[config.mk]
export PLATFORM = sky130hd
export DESIGN_NAME = sdc_counter_top
export DESIGN_NICKNAME = d
export VERILOG_FILES = /design/src/hdl/sdc_pkg.sv /design/src/hdl/sdc_decade_stage.sv /design/src/hdl/sdc_counter_top.sv
export VERILOG_INCLUDE_DIRS = /design/src /design/src/hdl
export SDC_FILE = /design/constraint.sdc
export NUM_CORES = 1
export LEC_CHECK = 0
export BUFFER_PORTS_ARGS = -buffer_cell sky130_fd_sc_hd__buf_4
export CAP_MARGIN = 20
export CORE_MARGIN = 1
export CORE_UTILIZATION = 50
export CTS_CLUSTER_SIZE = 28
export DETAILED_ROUTE_END_ITERATION = 10
export GPL_ROUTABILITY_DRIVEN = 0
export GPL_TIMING_DRIVEN = 1
export HOLD_SLACK_MARGIN = 0.15
export PLACE_DENSITY = 0.76
export SLEW_MARGIN = 20
export SYNTH_ARGS = -nofsm -noshare
export SYNTH_HDL_FRONTEND = slang
export SYNTH_SLANG_ARGS = --single-unit
[constraint.sdc]
create_clock -name clk_sys_in -period 6.1 [get_ports clk_sys_in]
set_input_delay 0.305 -clock clk_sys_in [delete_from_list [all_inputs] [get_ports clk_sys_in]]
set_output_delay 0.305 -clock clk_sys_in [all_outputs]
set_load 0.01 [all_outputs]
[src/hdl/sdc_map.svh]
`ifndef SDC_MAP_SVH
`define SDC_MAP_SVH

// register byte offsets
`define SDC_REG_CTRL        8'h00
`define SDC_REG_PRESET      8'h04
`define SDC_REG_CMD         8'h08
`define SDC_REG_STATUS      8'h0C
`define SDC_REG_WRAPS       8'h10
`define SDC_REG_MATCH       8'h14
`define SDC_REG_INFO        8'h18

// control register fields and reset value
`define SDC_CTRL_CEP_BIT    0
`define SDC_CTRL_CET_BIT    1
`define SDC_CTRL_RESET      32'h0000_0003
`define SDC_CTRL_RESET_CEP  1'b1
`define SDC_CTRL_RESET_CET  1'b1

// command register fields (write-only, self clearing)
`define SDC_CMD_LOAD_BIT    0
`define SDC_CMD_CLEAR_BIT   1
`define SDC_CMD_MATCH_BIT   2
`define SDC_CMD_WRAPS_BIT   3

// status register fields above the packed count digits
`define SDC_STAT_TF_BIT     31
`define SDC_STAT_MATCH_BIT  30

// decade sequence
`define SDC_DIGIT_FIRST     4'h0
`define SDC_DIGIT_LAST      4'h9
`define SDC_DIGIT_STEP      4'h1

// read data stands this many cycles after the read strobe
`define SDC_READ_LATENCY    1

`endif

[src/hdl/sdc_pkg.sv]
`default_nettype none
package sdc_pkg;

  // controls seen by one decade stage at a clock edge
  typedef struct packed {
    logic sync_clear;
    logic load_n;
    logic count_enable_parallel;
    logic count_enable_trickle;
  } sdc_stage_ctrl_type;

  // one register bus cycle as the master presents it
  typedef struct packed {
    logic [7:0]  addr;
    logic [31:0] wdata;
    logic        wr;
    logic        rd;
  } sdc_bus_req_type;

  typedef enum logic [2:0] {
    SDC_SEL_CTRL   = 3'b000,
    SDC_SEL_PRESET = 3'b001,
    SDC_SEL_CMD    = 3'b010,
    SDC_SEL_STATUS = 3'b011,
    SDC_SEL_WRAPS  = 3'b100,
    SDC_SEL_MATCH  = 3'b101,
    SDC_SEL_INFO   = 3'b110,
    SDC_SEL_NONE   = 3'b111
  } sdc_reg_sel_type;

endpackage : sdc_pkg

`default_nettype wire

[src/hdl/sdc_decade_stage.sv]
`timescale 1ns/1ps
`default_nettype none
`include "sdc_map.svh"

module sdc_decade_stage #(
  parameter bit ASYNC_CLEAR = 1'b1
) (
  // clock and reset
  input  wire logic                        clk_sys_in,
  input  wire logic                        rst_in,
  // counter controls
  input  wire logic                        clear_n_in,
  input  wire sdc_pkg::sdc_stage_ctrl_type ctrl_in,
  input  wire logic [3:0]                  preset_in,
  // counter state
  output logic      [3:0]                  count_out,
  output logic                             terminal_flag_out
);

  logic [3:0] count;
  logic [3:0] next_count;

  always_comb begin
    if (ctrl_in.sync_clear) begin
      next_count = `SDC_DIGIT_FIRST;
    end else if (!ctrl_in.load_n) begin
      next_count = preset_in;
    end else if (ctrl_in.count_enable_parallel && ctrl_in.count_enable_trickle) begin
      // an out-of-range preset simply steps on through the 4-bit range
      next_count = (count == `SDC_DIGIT_LAST) ? `SDC_DIGIT_FIRST : count + `SDC_DIGIT_STEP;
    end else begin
      next_count = count;
    end
  end

  generate
    if (ASYNC_CLEAR) begin : g_async_clear
      always_ff @(posedge clk_sys_in or negedge clear_n_in) begin
        if (!clear_n_in) begin
          count <= `SDC_DIGIT_FIRST;
        end else if (rst_in) begin
          count <= `SDC_DIGIT_FIRST;
        end else begin
          count <= next_count;
        end
      end
    end else begin : g_sync_clear
      always_ff @(posedge clk_sys_in) begin
        if (rst_in) begin
          count <= `SDC_DIGIT_FIRST;
        end else begin
          count <= next_count;
        end
      end
    end
  endgenerate

  assign count_out         = count;
  // zero count under clear also forces the flag low
  assign terminal_flag_out = ctrl_in.count_enable_trickle && (count == `SDC_DIGIT_LAST);

endmodule : sdc_decade_stage

`default_nettype wire

[src/hdl/sdc_counter_top.sv]
// The implementer's own choices: the address map and the strobed register port.
`timescale 1ns/1ps
`default_nettype none
`include "sdc_map.svh"

// Function
// - Four-bit count steps once per edge when loading is off and both enables high; nine wraps to zero.
// - Async variant: low clear zeroes count and terminal flag at once, no edge needed.
// - Load, enables and preset are sampled only on the rising clock edge; clear is sampled there only in the sync variant.
// - Low load at an edge copies the preset inputs, whatever the enables say.
// - Load off and either enable low: the count keeps its previous value.
// - Terminal flag is high only with trickle enable high and count at nine.
module sdc_counter_top #(
  parameter int          NUM_STAGES  = 1,
  parameter bit          ASYNC_CLEAR = 1'b1,
  // arbitrary value, identifies this build to software only
  parameter logic [31:0] INFO_CODE   = 32'h0000_0A01
) (
  // clock and reset
  input  wire logic                      clk_sys_in,
  input  wire logic                      rst_in,
  // counter pins
  input  wire logic                      clear_n_in,
  input  wire logic                      load_n_in,
  input  wire logic                      count_enable_parallel_in,
  input  wire logic                      count_enable_trickle_in,
  input  wire logic [4*NUM_STAGES-1:0]   preset_in,
  output logic      [4*NUM_STAGES-1:0]   count_out,
  output logic                           terminal_flag_out,
  // register port
  input  wire logic [7:0]                reg_addr_in,
  input  wire logic [31:0]               reg_wdata_in,
  input  wire logic                      reg_wr_in,
  input  wire logic                      reg_rd_in,
  output logic      [31:0]               reg_rdata_out
);

  localparam int CW = 4 * NUM_STAGES;

  function automatic sdc_pkg::sdc_reg_sel_type reg_sel(input logic [7:0] addr);
    case (addr)
      `SDC_REG_CTRL:   reg_sel = sdc_pkg::SDC_SEL_CTRL;
      `SDC_REG_PRESET: reg_sel = sdc_pkg::SDC_SEL_PRESET;
      `SDC_REG_CMD:    reg_sel = sdc_pkg::SDC_SEL_CMD;
      `SDC_REG_STATUS: reg_sel = sdc_pkg::SDC_SEL_STATUS;
      `SDC_REG_WRAPS:  reg_sel = sdc_pkg::SDC_SEL_WRAPS;
      `SDC_REG_MATCH:  reg_sel = sdc_pkg::SDC_SEL_MATCH;
      `SDC_REG_INFO:   reg_sel = sdc_pkg::SDC_SEL_INFO;
      default:         reg_sel = sdc_pkg::SDC_SEL_NONE;
    endcase
  endfunction : reg_sel

  sdc_pkg::sdc_bus_req_type bus;
  sdc_pkg::sdc_reg_sel_type wr_sel;
  sdc_pkg::sdc_reg_sel_type rd_sel;

  assign bus.addr  = reg_addr_in;
  assign bus.wdata = reg_wdata_in;
  assign bus.wr    = reg_wr_in;
  assign bus.rd    = reg_rd_in;
  assign wr_sel    = bus.wr ? reg_sel(bus.addr) : sdc_pkg::SDC_SEL_NONE;
  assign rd_sel    = bus.rd ? reg_sel(bus.addr) : sdc_pkg::SDC_SEL_NONE;

  // software state
  logic          sw_cep_gate;
  logic          sw_cet_gate;
  logic [CW-1:0] sw_preset;
  logic [CW-1:0] match_value;
  logic          match_hit;
  logic [31:0]   wrap_count;

  // command strokes act at the same edge as the write
  logic cmd_load;
  logic cmd_clear;
  logic cmd_match_clr;
  logic cmd_wraps_clr;

  assign cmd_load      = (wr_sel == sdc_pkg::SDC_SEL_CMD) && bus.wdata[`SDC_CMD_LOAD_BIT];
  assign cmd_clear     = (wr_sel == sdc_pkg::SDC_SEL_CMD) && bus.wdata[`SDC_CMD_CLEAR_BIT];
  assign cmd_match_clr = (wr_sel == sdc_pkg::SDC_SEL_CMD) && bus.wdata[`SDC_CMD_MATCH_BIT];
  assign cmd_wraps_clr = (wr_sel == sdc_pkg::SDC_SEL_CMD) && bus.wdata[`SDC_CMD_WRAPS_BIT];

  always_ff @(posedge clk_sys_in) begin
    if (rst_in) begin
      sw_cep_gate <= `SDC_CTRL_RESET_CEP;
      sw_cet_gate <= `SDC_CTRL_RESET_CET;
    end else if (wr_sel == sdc_pkg::SDC_SEL_CTRL) begin
      sw_cep_gate <= bus.wdata[`SDC_CTRL_CEP_BIT];
      sw_cet_gate <= bus.wdata[`SDC_CTRL_CET_BIT];
    end
  end

  always_ff @(posedge clk_sys_in) begin
    if (rst_in) begin
      sw_preset <= '0;
    end else if (wr_sel == sdc_pkg::SDC_SEL_PRESET) begin
      sw_preset <= bus.wdata[CW-1:0];
    end
  end

  always_ff @(posedge clk_sys_in) begin
    if (rst_in) begin
      match_value <= '0;
    end else if (wr_sel == sdc_pkg::SDC_SEL_MATCH) begin
      match_value <= bus.wdata[CW-1:0];
    end
  end

  // controls as every stage sees them
  logic          pin_load;
  logic          any_load;
  logic          any_sync_clear;
  logic          cep_eff;
  logic [CW-1:0] load_value;

  assign pin_load       = !load_n_in;
  assign any_load       = pin_load || cmd_load;
  // the pin wins over software when both load in one edge
  assign load_value     = pin_load ? preset_in : sw_preset;
  assign any_sync_clear = cmd_clear || (!ASYNC_CLEAR && !clear_n_in);
  assign cep_eff        = count_enable_parallel_in && sw_cep_gate;

  logic [NUM_STAGES:0]   trickle_chain;
  logic [NUM_STAGES-1:0] stage_tf;

  // each stage's flag feeds the next stage's trickle enable
  assign trickle_chain[0] = count_enable_trickle_in && sw_cet_gate;

  genvar g;
  generate
    for (g = 0; g < NUM_STAGES; g++) begin : g_stage
      sdc_pkg::sdc_stage_ctrl_type stage_ctrl;

      assign stage_ctrl.sync_clear            = any_sync_clear;
      assign stage_ctrl.load_n                = !any_load;
      assign stage_ctrl.count_enable_parallel = cep_eff;
      assign stage_ctrl.count_enable_trickle  = trickle_chain[g];

      sdc_decade_stage #(
        .ASYNC_CLEAR (ASYNC_CLEAR)
      ) u_stage (
        .clk_sys_in        (clk_sys_in),
        .rst_in            (rst_in),
        .clear_n_in        (clear_n_in),
        .ctrl_in           (stage_ctrl),
        .preset_in         (load_value[4*g +: 4]),
        .count_out         (count_out[4*g +: 4]),
        .terminal_flag_out (stage_tf[g])
      );

      assign trickle_chain[g+1] = stage_tf[g];
    end
  endgenerate

  assign terminal_flag_out = stage_tf[NUM_STAGES-1];

  // the whole chain rolls over from all nines on this edge
  logic wrap_event;
  logic match_event;

  assign wrap_event  = terminal_flag_out && cep_eff && !any_load && !any_sync_clear;
  assign match_event = (count_out == match_value);

  // a clear on a wrap edge restarts the count at one; a match hit beats its clear
  always_ff @(posedge clk_sys_in) begin
    if (rst_in) begin
      wrap_count <= '0;
    end else if (cmd_wraps_clr) begin
      wrap_count <= wrap_event ? 32'h0000_0001 : 32'h0000_0000;
    end else if (wrap_event) begin
      wrap_count <= wrap_count + 32'h0000_0001;
    end
  end

  always_ff @(posedge clk_sys_in) begin
    if (rst_in) begin
      match_hit <= 1'b0;
    end else if (match_event) begin
      match_hit <= 1'b1;
    end else if (cmd_match_clr) begin
      match_hit <= 1'b0;
    end
  end

  // status word: packed digits low, flags high
  logic [31:0] status_word;
  logic [31:0] ctrl_word;
  logic [31:0] preset_word;
  logic [31:0] match_word;

  always_comb begin
    status_word                      = 32'h0000_0000;
    status_word[CW-1:0]              = count_out;
    status_word[`SDC_STAT_TF_BIT]    = terminal_flag_out;
    status_word[`SDC_STAT_MATCH_BIT] = match_hit;
  end

  always_comb begin
    ctrl_word                     = 32'h0000_0000;
    ctrl_word[`SDC_CTRL_CEP_BIT]  = sw_cep_gate;
    ctrl_word[`SDC_CTRL_CET_BIT]  = sw_cet_gate;
  end

  always_comb begin
    preset_word         = 32'h0000_0000;
    preset_word[CW-1:0] = sw_preset;
    match_word          = 32'h0000_0000;
    match_word[CW-1:0]  = match_value;
  end

  logic [31:0] next_rdata;

  always_comb begin
    case (rd_sel)
      sdc_pkg::SDC_SEL_CTRL:   next_rdata = ctrl_word;
      sdc_pkg::SDC_SEL_PRESET: next_rdata = preset_word;
      sdc_pkg::SDC_SEL_STATUS: next_rdata = status_word;
      sdc_pkg::SDC_SEL_WRAPS:  next_rdata = wrap_count;
      sdc_pkg::SDC_SEL_MATCH:  next_rdata = match_word;
      sdc_pkg::SDC_SEL_INFO:   next_rdata = INFO_CODE;
      default:                 next_rdata = 32'h0000_0000;
    endcase
  end

  // data stands one cycle only, zero otherwise; command and unmapped read zero
  always_ff @(posedge clk_sys_in) begin
    if (rst_in) begin
      reg_rdata_out <= 32'h0000_0000;
    end else begin
      reg_rdata_out <= next_rdata;
    end
  end

endmodule : sdc_counter_top

`default_nettype wire

==> metrics.cfg, run 1 <==
[clock_network]
post_cts_buffers = 0
cts-root-buf = clkbuf_8
cts_htree_levels = 3
clk_pin_slew_ps = 80
cts_made_buffers = 9
cts_tree = done
cts_resized = 0
clk_latency_ps = 350
cts.path.max_buffers = 2
clock_sinks = 79

[grt]
gr-usage-all-layers_pct = 22.6
antenna_found_initial = 0
grt_most_used_layer = met2
grt_pass1_vias = 2776
grt_pass1_wl_um = 13300
met1_usage_pct = 29.3
use_met2_pct = 36.6
overflow = 0
gr-usage-met3_pct = 5.28
grt_max_degree = 29

[worst_setup_path]
r2r_end = wrap_count[17]
crit_arrival_ps = 2500
critPathSlowestCell = dfrtp_1
cp_data_required_time_ps = 6290
crit_type = flop to flop
start_kind = flop
critPathMaxFanout = 8
slowest_delay_ps = 530
r2r_cells = 5
crit_chain = and4bb_2 -> nand3_1 -> nor4_4 -> a31o_2 -> a21oi_1
crit_path_end_kind = flop
crit-reg2reg-launch = g_stage[0].u_stage.count_out[1]
reg2reg_slack_ps = 3790

[floorplan]
dieHeight_um = 88.2
core_um2 = 7210
dieArea_um2 = 7780
dieWidth_um = 88.2
start_util_pct = 51.5
rows = 31
io_pins = 89

[drt]
viasPerCell = 5.63
drt-initial-drc-count = 208
dr.pass1.iters = 5
vias = 3202
drc = 0
wl_per_cell_um = 14.9
totalWireLength_um = 8480
drtAntennaViolNets = 0

[cells_and_area]
drive_gt1_share_pct = 20.6
synthToLayoutAreaGrowth_pct = 19.0
layout_common_cells = 75 x dfxtp_1, 61 x buf_4, 48 x nor2_1, 32 x nand2_1, 27 x and2_1
finalNetCount = 518
multi_input_area_um2 = 1950
nFillCells = 628
final_util_pct = 61.3
seq_area_um2 = 1600
diodes = 0
final_common_cell = dfxtp_1
fin_cells = 569

[yosys]
yosysUniqueCellTypes = 56
ys.flop_type = dfxtp_1
syn_nets = 468
yosysWarningCount = 0
ys_async_sr_fraction_pct = 5.06
synth_area_um2 = 3710
synth_edf_count = 0
avgSynthCellArea_um2 = 8.95
ys_seq_area_share_pct = 43.1
syn_inst = 415
synth_seq_cells = 79

[timing]
fmax_mhz = 433
min_period_ps = 2310
slew_headroom_pct = 33.4
hold_viol = 0
maxSlewViolCount = 0
finalSetupViolations = 0
finClkSkew_ps = 7.40
fin_crit_sh_pct = 37.9
grt_setup_unrepaired = false
fin_tns_setup_ps = 0
tightest_slew_ps = 999

[hold_path]
min_path_cells = 3
hold_path_class = input pin to flop
hold_start = reg_wdata_in[2]
hold_path_end = match_value[2]

[place]
dp.cells = 552
portBuffers = 60
post-dp-hpwl_um = 5990

[power]
leakagePower_uw = 0.00159
p_per_area_nw_per_um2 = 232
irDropWorstVdd_uv = 146

[flow_run]
drv_cap = 0

[status]
status = completed

## flip-flops by register name (all words and copies together) (netlist names)
register and count:
sw_cet_gate 1, wrap_count 32, sw_cep_gate 1, match_hit 1
g_stage.u_stage.count_out 4, match_value 4, reg_rdata_out 32, sw_preset 4
## cell families (layout without fill, tap and decap cells)
kind of cell	count (synthesis)	after routing	share of synthesized area (%)
AND/OR/NAND/NOR	201	201	30.9
multiplexers	20	20	5.83
buffers and inverters	37	92	4.51
flip-flops	79	79	43.1
XOR/XNOR	19	19	4.48
adder cells (fa/ha/maj)	1	1	0.337
AO/OA/AOI/OAI	58	58	10.8
## how the worst max path moves through the flow
stage	from	endpoint	slack [ps]	cells past startpoint
global placement	reg_addr_in[5]	reg_rdata_out[20]	3610	5
CTS	g_stage[0].u_stage.count_out[1]	wrap_count[23]	3820	5
global route	g_stage[0].u_stage.count_out[1]	wrap_count[17]	3650	5
detailed placement	reg_addr_in[5]	reg_rdata_out[20]	3590	5
floorplan	g_stage[0].u_stage.count_out[1]	wrap_count[22]	4090	6
finish	g_stage[0].u_stage.count_out[1]	wrap_count[17]	3790	5
## critical path: cells and delay by family, from the launching register on
family | cells | cell delay (ps)
DFF | 1 | 530
and+or+nand+nor | 3 | 1330
AOI/OAI and AO/OA | 2 | 280
## what timing repair did
action	CTS	global route
hold buffers	1	0
setup endpoints to repair	0	0
endpoints found under the hold margin	4	0
## metrics by stage
stage / hold slack, ps / total power [µW] / area [µm²] / worst slack [ps]
after floorplan: 9.41 / 567 / 3710 / 4090
after global placement: 101 / 590 / 4180 / 3610
after detailed placement: 103 / 591 / 4180 / 3590
after CTS: 218 / 1030 / 4420 / 3820
after global routing: 230 / 1060 / 4420 / 3650
final: 223 / 1020 / 4420 / 3790
## cell usage after synthesis (2+ instances only)
cell type / count / area, µm²
a21oi_1: 14 / 70.1
nand4_1: 10 / 62.6
dfxtp_1: 75 / 1500
nor3_2: 2 / 20.0
nor4_1: 15 / 93.8
nor4_4: 2 / 42.5
nor2_1: 48 / 180
nand4bb_1: 2 / 22.5
clkbuf_1: 9 / 33.8
or3_1: 2 / 12.5
inv_1: 14 / 52.6
buf_2: 11 / 55.1
and3_1: 2 / 12.5
mux2_2: 3 / 33.8
or2_2: 3 / 18.8
a21o_1: 4 / 30.0
o21ai_0: 11 / 55.1
a2111oi_0: 3 / 26.3
xnor2_1: 18 / 158
buf_6: 2 / 22.5
nor3_1: 5 / 25.0
o22ai_1: 2 / 12.5
nor3b_1: 2 / 15.0
nand2_1: 32 / 120
nor4b_1: 2 / 17.5
or4b_2: 2 / 20.0
nand2b_1: 8 / 50.1
dfrtp_1: 4 / 100
nand3_1: 16 / 80.1
nor2b_1: 4 / 25.0
a31o_2: 2 / 17.5
a31oi_1: 6 / 37.5
and2_1: 27 / 169
o41ai_1: 2 / 17.5
a22oi_1: 8 / 60.1
or4_1: 2 / 15.0
and4_1: 7 / 61.3
mux2i_1: 16 / 160
## power by group
part	switching, µW	internal [µW]
clock network	200	244
registers	6.23	518
logic	32.2	24.4
## metal layers
metal / vias up / wire (µm) / part of all wire [%]
met5: - / 0 / 0
met4: 0 / 116 / 1.4
met3: 10 / 489 / 5.8
met2: 100 / 4160 / 49
met1: 1511 / 3710 / 44
li1: 1581 / - / -
## final cells by class
class                           count  share of cell area, %
Clock buffer                       10                   3.11
Tap cell                           99                   2.80
Timing Repair Buffer               62                   10.6
Sequential cell                    79                   36.2
Multi-Input combinational cell    299                   44.0
Clock inverter                      6                   2.09
Inverter                           14                   1.19
Power figures use the tool's default switching activity.
==> run 2: changes to the inputs <==
--- a/config.mk
+++ b/config.mk
@@ -6,16 +6,17 @@
 export SDC_FILE = /design/constraint.sdc
 export NUM_CORES = 1
 export LEC_CHECK = 0
+export ABC_AREA = 1
 export BUFFER_PORTS_ARGS = -buffer_cell sky130_fd_sc_hd__buf_4
 export CAP_MARGIN = 20
 export CORE_MARGIN = 1
-export CORE_UTILIZATION = 50
+export CORE_UTILIZATION = 49
 export CTS_CLUSTER_SIZE = 28
 export DETAILED_ROUTE_END_ITERATION = 10
 export GPL_ROUTABILITY_DRIVEN = 0
 export GPL_TIMING_DRIVEN = 1
 export HOLD_SLACK_MARGIN = 0.15
-export PLACE_DENSITY = 0.76
+export PLACE_DENSITY = 0.77
 export SLEW_MARGIN = 20
 export SYNTH_ARGS = -nofsm -noshare
 export SYNTH_HDL_FRONTEND = slang
==> constraint.sdc (replaced) <==
create_clock -name clk_sys_in -period 1.9 [get_ports clk_sys_in]
set_input_delay 0.095 -clock clk_sys_in [delete_from_list [all_inputs] [get_ports clk_sys_in]]
set_output_delay 0.095 -clock clk_sys_in [all_outputs]
set_load 0.01 [all_outputs]
==> metrics.cfg, run 2 <==
[cells_and_area]
final_util_pct = 61.0
finalNetCount = 754
layout_common_cells = 147 x nand2_1, 106 x nor2_1, 74 x inv_1, 73 x buf_4, 73 x dfxtp_1
diodes = 0
fin_area_um2 = 5010
final_common_cell = nand2_1
synthToLayoutAreaGrowth_pct = 20.5
top_regs = reg_rdata_out x32, wrap_count x32
drive_gt1_share_pct = 16.9
nFillCells = 768

[place]
preCtsSetupSlack_ps = 167
portBuffers = 60
post-dp-hpwl_um = 7770
postPlaceCellArea_um2 = 4740

[timing]
fin_ws_ps = 165
maxSlewViolCount = 0
finalSetupViolations = 0
fmax_mhz = 576
grt_setup_unrepaired = false
tightest_slew_ps = 415
fin_tns_setup_ps = 0
slew_headroom_pct = 72.2
min_period_ps = 1740
finClkSkew_ps = 12.0
hold_viol = 0
fin_crit_sh_pct = 91.3

[yosys]
synth_most_common_cell = nand2_1
synth_seq_cells = 79
yosysUniqueCellTypes = 36
synth_top_family_by_area = simple AND/OR/NAND/NOR gates
syn_inst = 625
ys_seq_area_share_pct = 38.5
synth_simple_gate_area_share_pct = 41.2
ys.flop_type = dfxtp_1
synth_xor_xnor_area_share_pct = 1.89
yosysWarningCount = 0
ys_async_sr_fraction_pct = 5.06
syn_nets = 678
synthAdderAreaFrac_pct = 0.301
synth_top_area_cell = dfxtp_1
muxShareOfSynthArea_pct = 0.240
yosysTopAreaCellShare_pct = 36.1
synth_compound_area_share_pct = 7.94
avgSynthCellArea_um2 = 6.66
synthTopCellsByCount = 147 x nand2_1, 107 x nor2_1, 75 x dfxtp_1, 74 x inv_1, 61 x nand3_1
synth_edf_count = 0
synth_area_um2 = 4160
netlist_top_cells_area = dfxtp_1 36%, nand2_1 13%, nor2_1 9.6%

[worst_setup_path]
crit_path_end_kind = flop
start_kind = flop
slowest_delay_ps = 470
crit_type = flop to flop
crit_top_cell = nand2_1
critPathSlowestCell = dfxtp_1
cp_data_required_time_ps = 2140
crit_arrival_ps = 1970
critPathMaxFanout = 6
crit_chain = nand2_1 -> nor2_1 -> nand2_1 -> nor2_1 -> nand3_1 -> nand2_1 -> nand3b_1 -> a21oi_1
r2r_cells = 8

[floorplan]
dieHeight_um = 94.2
start_util_pct = 50.7
core_um2 = 8220
dieArea_um2 = 8870
dieWidth_um = 94.2
io_pins = 89
rows = 33

[clock_network]
cts_tree = done
cts_made_buffers = 9
cts-root-buf = clkbuf_8
clk_latency_ps = 360
clk_pin_slew_ps = 90
cts.path.max_buffers = 2
cts_htree_levels = 3
clock_sinks = 79

[power]
irDropWorstVdd_uv = 329
leakagePower_uw = 0.00212
p_per_area_nw_per_um2 = 608

[drt]
viasPerCell = 5.22
drtAntennaViolNets = 0
wl_per_cell_um = 13.2
drc = 0
drt-initial-drc-count = 276
dr.pass1.iters = 5
totalWireLength_um = 10700
vias = 4232

[grt]
antenna_found_initial = 0
grt_pass1_wl_um = 17800
gr-usage-all-layers_pct = 26.0
overflow = 0
grt_max_degree = 40
grt_pass1_vias = 3807

[flow_run]
drv_cap = 0

[hold_path]
hold_path_class = input pin to flop
min_path_cells = 4

[status]
status = completed

[run 2: changes by cell type in the layout (fill, tap and decap cells not counted), moves of 18 or more]
cell / before / now
nand3_1: 16 / 60
inv_1: 14 / 74
nand2_1: 32 / 147
nor2_1: 48 / 106
and2_1: 27 / 1
a21oi_1: 14 / 32
[run 2: where the power goes]
group / internal, µW / switching [µW] / total [µW]
clock network: 516 / 636 / 1150
registers: 1660 / 4.85 / 1670
logic: 94.9 / 134 / 229
total: 2270 / 775 / 3050
[run 2: final cells by class]
class | count | area [µm²] | area share (%)
timing repair buffer | 82 | 648 | 12.9
tap | 105 | 131 | 2.62
sequential | 79 | 1600 | 32.0
clock buffer | 12 | 145 | 2.89
inverter | 79 | 297 | 5.91
clock inverter | 4 | 30.0 | 0.599
multi-input combinational | 450 | 2160 | 43.1
[run 2: per-layer routing]
metal | up-vias | track usage [%] | routed length (µm)
met1 | 1914 | 35.3 | 4810
met4 | 0 | 11.8 | 290
met2 | 155 | 40.6 | 4910
met5 | - | 0 | 0
li1 | 2138 | - | -
met3 | 25 | 3.56 | 688
[run 2: cell families (layout without fill, tap and decap cells)]
logic type                 after synthesis  count (layout)
AOI/OAI and AO/OA                       62              62
muxes                                    1               1
adders and majority gates                1               1
and+or+nand+nor                        377             377
DFF                                     79              79
xor gates and xnor gates                 9               9
buffers and inverters                   96             177
[run 2: through the flow]
| step | hold slack [ps] | power [µW] | cells |
|---|---|---|---|
| floorplan | -201 | 1820 | 625 |
| global placement | -110 | 1910 | 787 |
| detailed placement | -109 | 1920 | 787 |
| CTS | 171 | 3060 | 811 |
| global route | 185 | 3150 | 811 |
| finish | 172 | 3050 | 811 |
[run 2: worst paths after layout]
| kind | startpoint | endpoint | slack (ps) |
|---|---|---|---|
| worst min-delay path | reg_wr_in | match_value[1] | 170 |
| worst min register to register | match_hit | match_hit | 480 |
| worst max-delay path | wrap_count[6] | wrap_count[28] | 160 |
| min in group asynchronous | clear_n_in | g_stage[0].u_stage.count_out[2] | 670 |
| worst max register to register | wrap_count[6] | wrap_count[28] | 160 |
| max in group asynchronous | clear_n_in | g_stage[0].u_stage.count_out[3] | 1070 |
[run 2: repair_timing]
item,CTS,global route
buffers inserted,0,0
resized for setup,0,5
setup endpoints to repair,0,4
hold buffers,8,0
endpoints found under the hold margin,17,0
[run 2: critical path, delay by kind of cell, from the launching register on]
kind             cells  cell delay (ps)
AND/OR/NAND/NOR      7             1090
AO/OA/AOI/OAI        1               60
flip-flops           1              470
==> run 3: changes to the inputs <==
--- a/config.mk
+++ b/config.mk
@@ -7,8 +7,8 @@
 export NUM_CORES = 1
 export LEC_CHECK = 0
 export ABC_AREA = 1
-export BUFFER_PORTS_ARGS = -buffer_cell sky130_fd_sc_hd__buf_4
-export CAP_MARGIN = 20
+export BUFFER_PORTS_ARGS = -buffer_cell sky130_fd_sc_hd__buf_2
+export CAP_MARGIN = 5
 export CORE_MARGIN = 1
 export CORE_UTILIZATION = 49
 export CTS_CLUSTER_SIZE = 28
==> metrics.cfg, run 3 (synthesis gave the netlist of run 2 again) <==
[status]
status = completed

[timing]
hold_viol = 0
slew_headroom_pct = 65.7
maxSlewViolCount = 0
finalSetupViolations = 0
fin_tns_setup_ps = 0
fin_crit_sh_pct = 90.9
tightest_slew_ps = 514
min_period_ps = 1730
worst_hold_slack_ps = 166
fmax_mhz = 579
finClkSkew_ps = 8.66
grt_setup_unrepaired = false

[hold_path]
hold_path_class = input pin to flop

[place]
portBuffers = 60
dp.cells = 785
post-dp-hpwl_um = 7850

[flow_run]
drv_cap = 0

[cells_and_area]
synthToLayoutAreaGrowth_pct = 17.4
fin_cells = 809
nFillCells = 778
diodes = 0
finalNetCount = 752
final_common_cell = nand2_1
layout_common_cells = 147 x nand2_1, 106 x nor2_1, 74 x inv_1, 73 x dfxtp_1
drive_gt1_share_pct = 16.8
top_regs = reg_rdata_out x32, wrap_count x32

[power]
power_frac_comb_pct = 6.6
netSwitchingPower_uw = 761
swShare_pct = 23.9
p_seq_share_pct = 52.4
internal-power_uw = 2420
power.share.clock_pct = 41.0
leakagePower_uw = 0.00212
irDropWorstVdd_uv = 313
report.power.total_uw = 3180
p_per_area_nw_per_um2 = 652

[worst_setup_path]
crit_path_end_kind = flop
cp_data_required_time_ps = 2200
start_kind = flop
critPathMaxFanout = 4
crit_type = flop to flop
crit_arrival_ps = 2030

[drt]
viasPerCell = 5.29
dr.pass1.iters = 5
wl_per_cell_um = 13.5
drt-initial-drc-count = 284
totalWireLength_um = 10900
vias = 4280
drc = 0
drtAntennaViolNets = 0

[clock_network]
cts_made_buffers = 9
cts_tree = done
clk_pin_slew_ps = 80
clk_latency_ps = 360
clock_sinks = 79
cts_htree_levels = 3
cts.path.max_buffers = 2
cts-root-buf = clkbuf_8

[floorplan]
dieHeight_um = 94.2
rows = 33
start_util_pct = 50.7
dieArea_um2 = 8870
core_um2 = 8220
io_pins = 89
dieWidth_um = 94.2

[grt]
grt_most_used_layer = met2
gr-usage-met3_pct = 4.77
met1_usage_pct = 34.0
grt_max_degree = 40
overflow = 0
grt_pass1_wl_um = 18100
gr-usage-all-layers_pct = 26.3
grt_pass1_vias = 3889
use_met2_pct = 43.2
antenna_found_initial = 0

## run 3: layout make-up
class                   count  area [µm²]  share of cell area (%)
clock inverters             4        50.0                    1.02
repair buffers             80         495                    10.1
multi-input cells         450        2150                    44.1
inverters                  79         297                    6.07
clock buffers              12         155                    3.17
flip-flops and latches     79        1600                    32.8
well taps                 105         131                    2.69
## run 3: power groups by stage
stage	registers [µW]	logic, µW	clock network [µW]
finish	1670	209	1310
global route	1670	227	1400
CTS	1670	206	1320
detailed placement	1710	192	0
global placement	1710	188	0
floorplan	1710	110	0
## run 3: path summary, 6_finish.rpt
check                      cells past startpoint                               to          start  slack (ps)
max in group asynchronous                      3  g_stage[0].u_stage.count_out[2]     clear_n_in        1080
setup / recovery                              12                   wrap_count[26]  wrap_count[1]         170
hold / removal                                 4                   match_value[2]      reg_wr_in         170
min in group asynchronous                      3  g_stage[0].u_stage.count_out[1]     clear_n_in         650
setup reg to reg                              12                   wrap_count[26]  wrap_count[1]         170
hold reg to reg                                2                        match_hit      match_hit         490
## run 3: per-stage QoR
| stage | utilization (%) | cell area [µm²] | setup slack, ps |
|---|---|---|---|
| global placement | 55.9 | 4590 | 233 |
| global route | 59.5 | 4890 | 36.9 |
| finish | 59.5 | 4890 | 174 |
| floorplan | - | 4160 | 397 |
| CTS | 59.4 | 4880 | 128 |
| detailed placement | 55.9 | 4590 | 158 |
## run 3: worst max-delay path, cell delays in order (launching register included)
cell and delay [ps]:
dfxtp_2 360, ha_1 160, nand2_1 80, inv_1 90
nand2_1 90, nor2_2 150, nand3_2 140, inv_1 80
nand2_1 90, nor2_2 140, nand3_1 80, and2_1 140
nor2_1 80
## run 3: what timing repair did
item / 4_1_cts / 5_1_grt
hold endpoints to repair: 17 / 0
hold buffers: 8 / 0
resized for setup: 0 / 4
setup endpoints to repair: 0 / 4
buffers inserted: 0 / 0
## run 3: layer usage
layer  routed length (µm)  up-vias
li1                     -     2139
met1                 4840     1942
met2                 5060      173
met3                  738       26
met4                  261        0
met5                    0        -
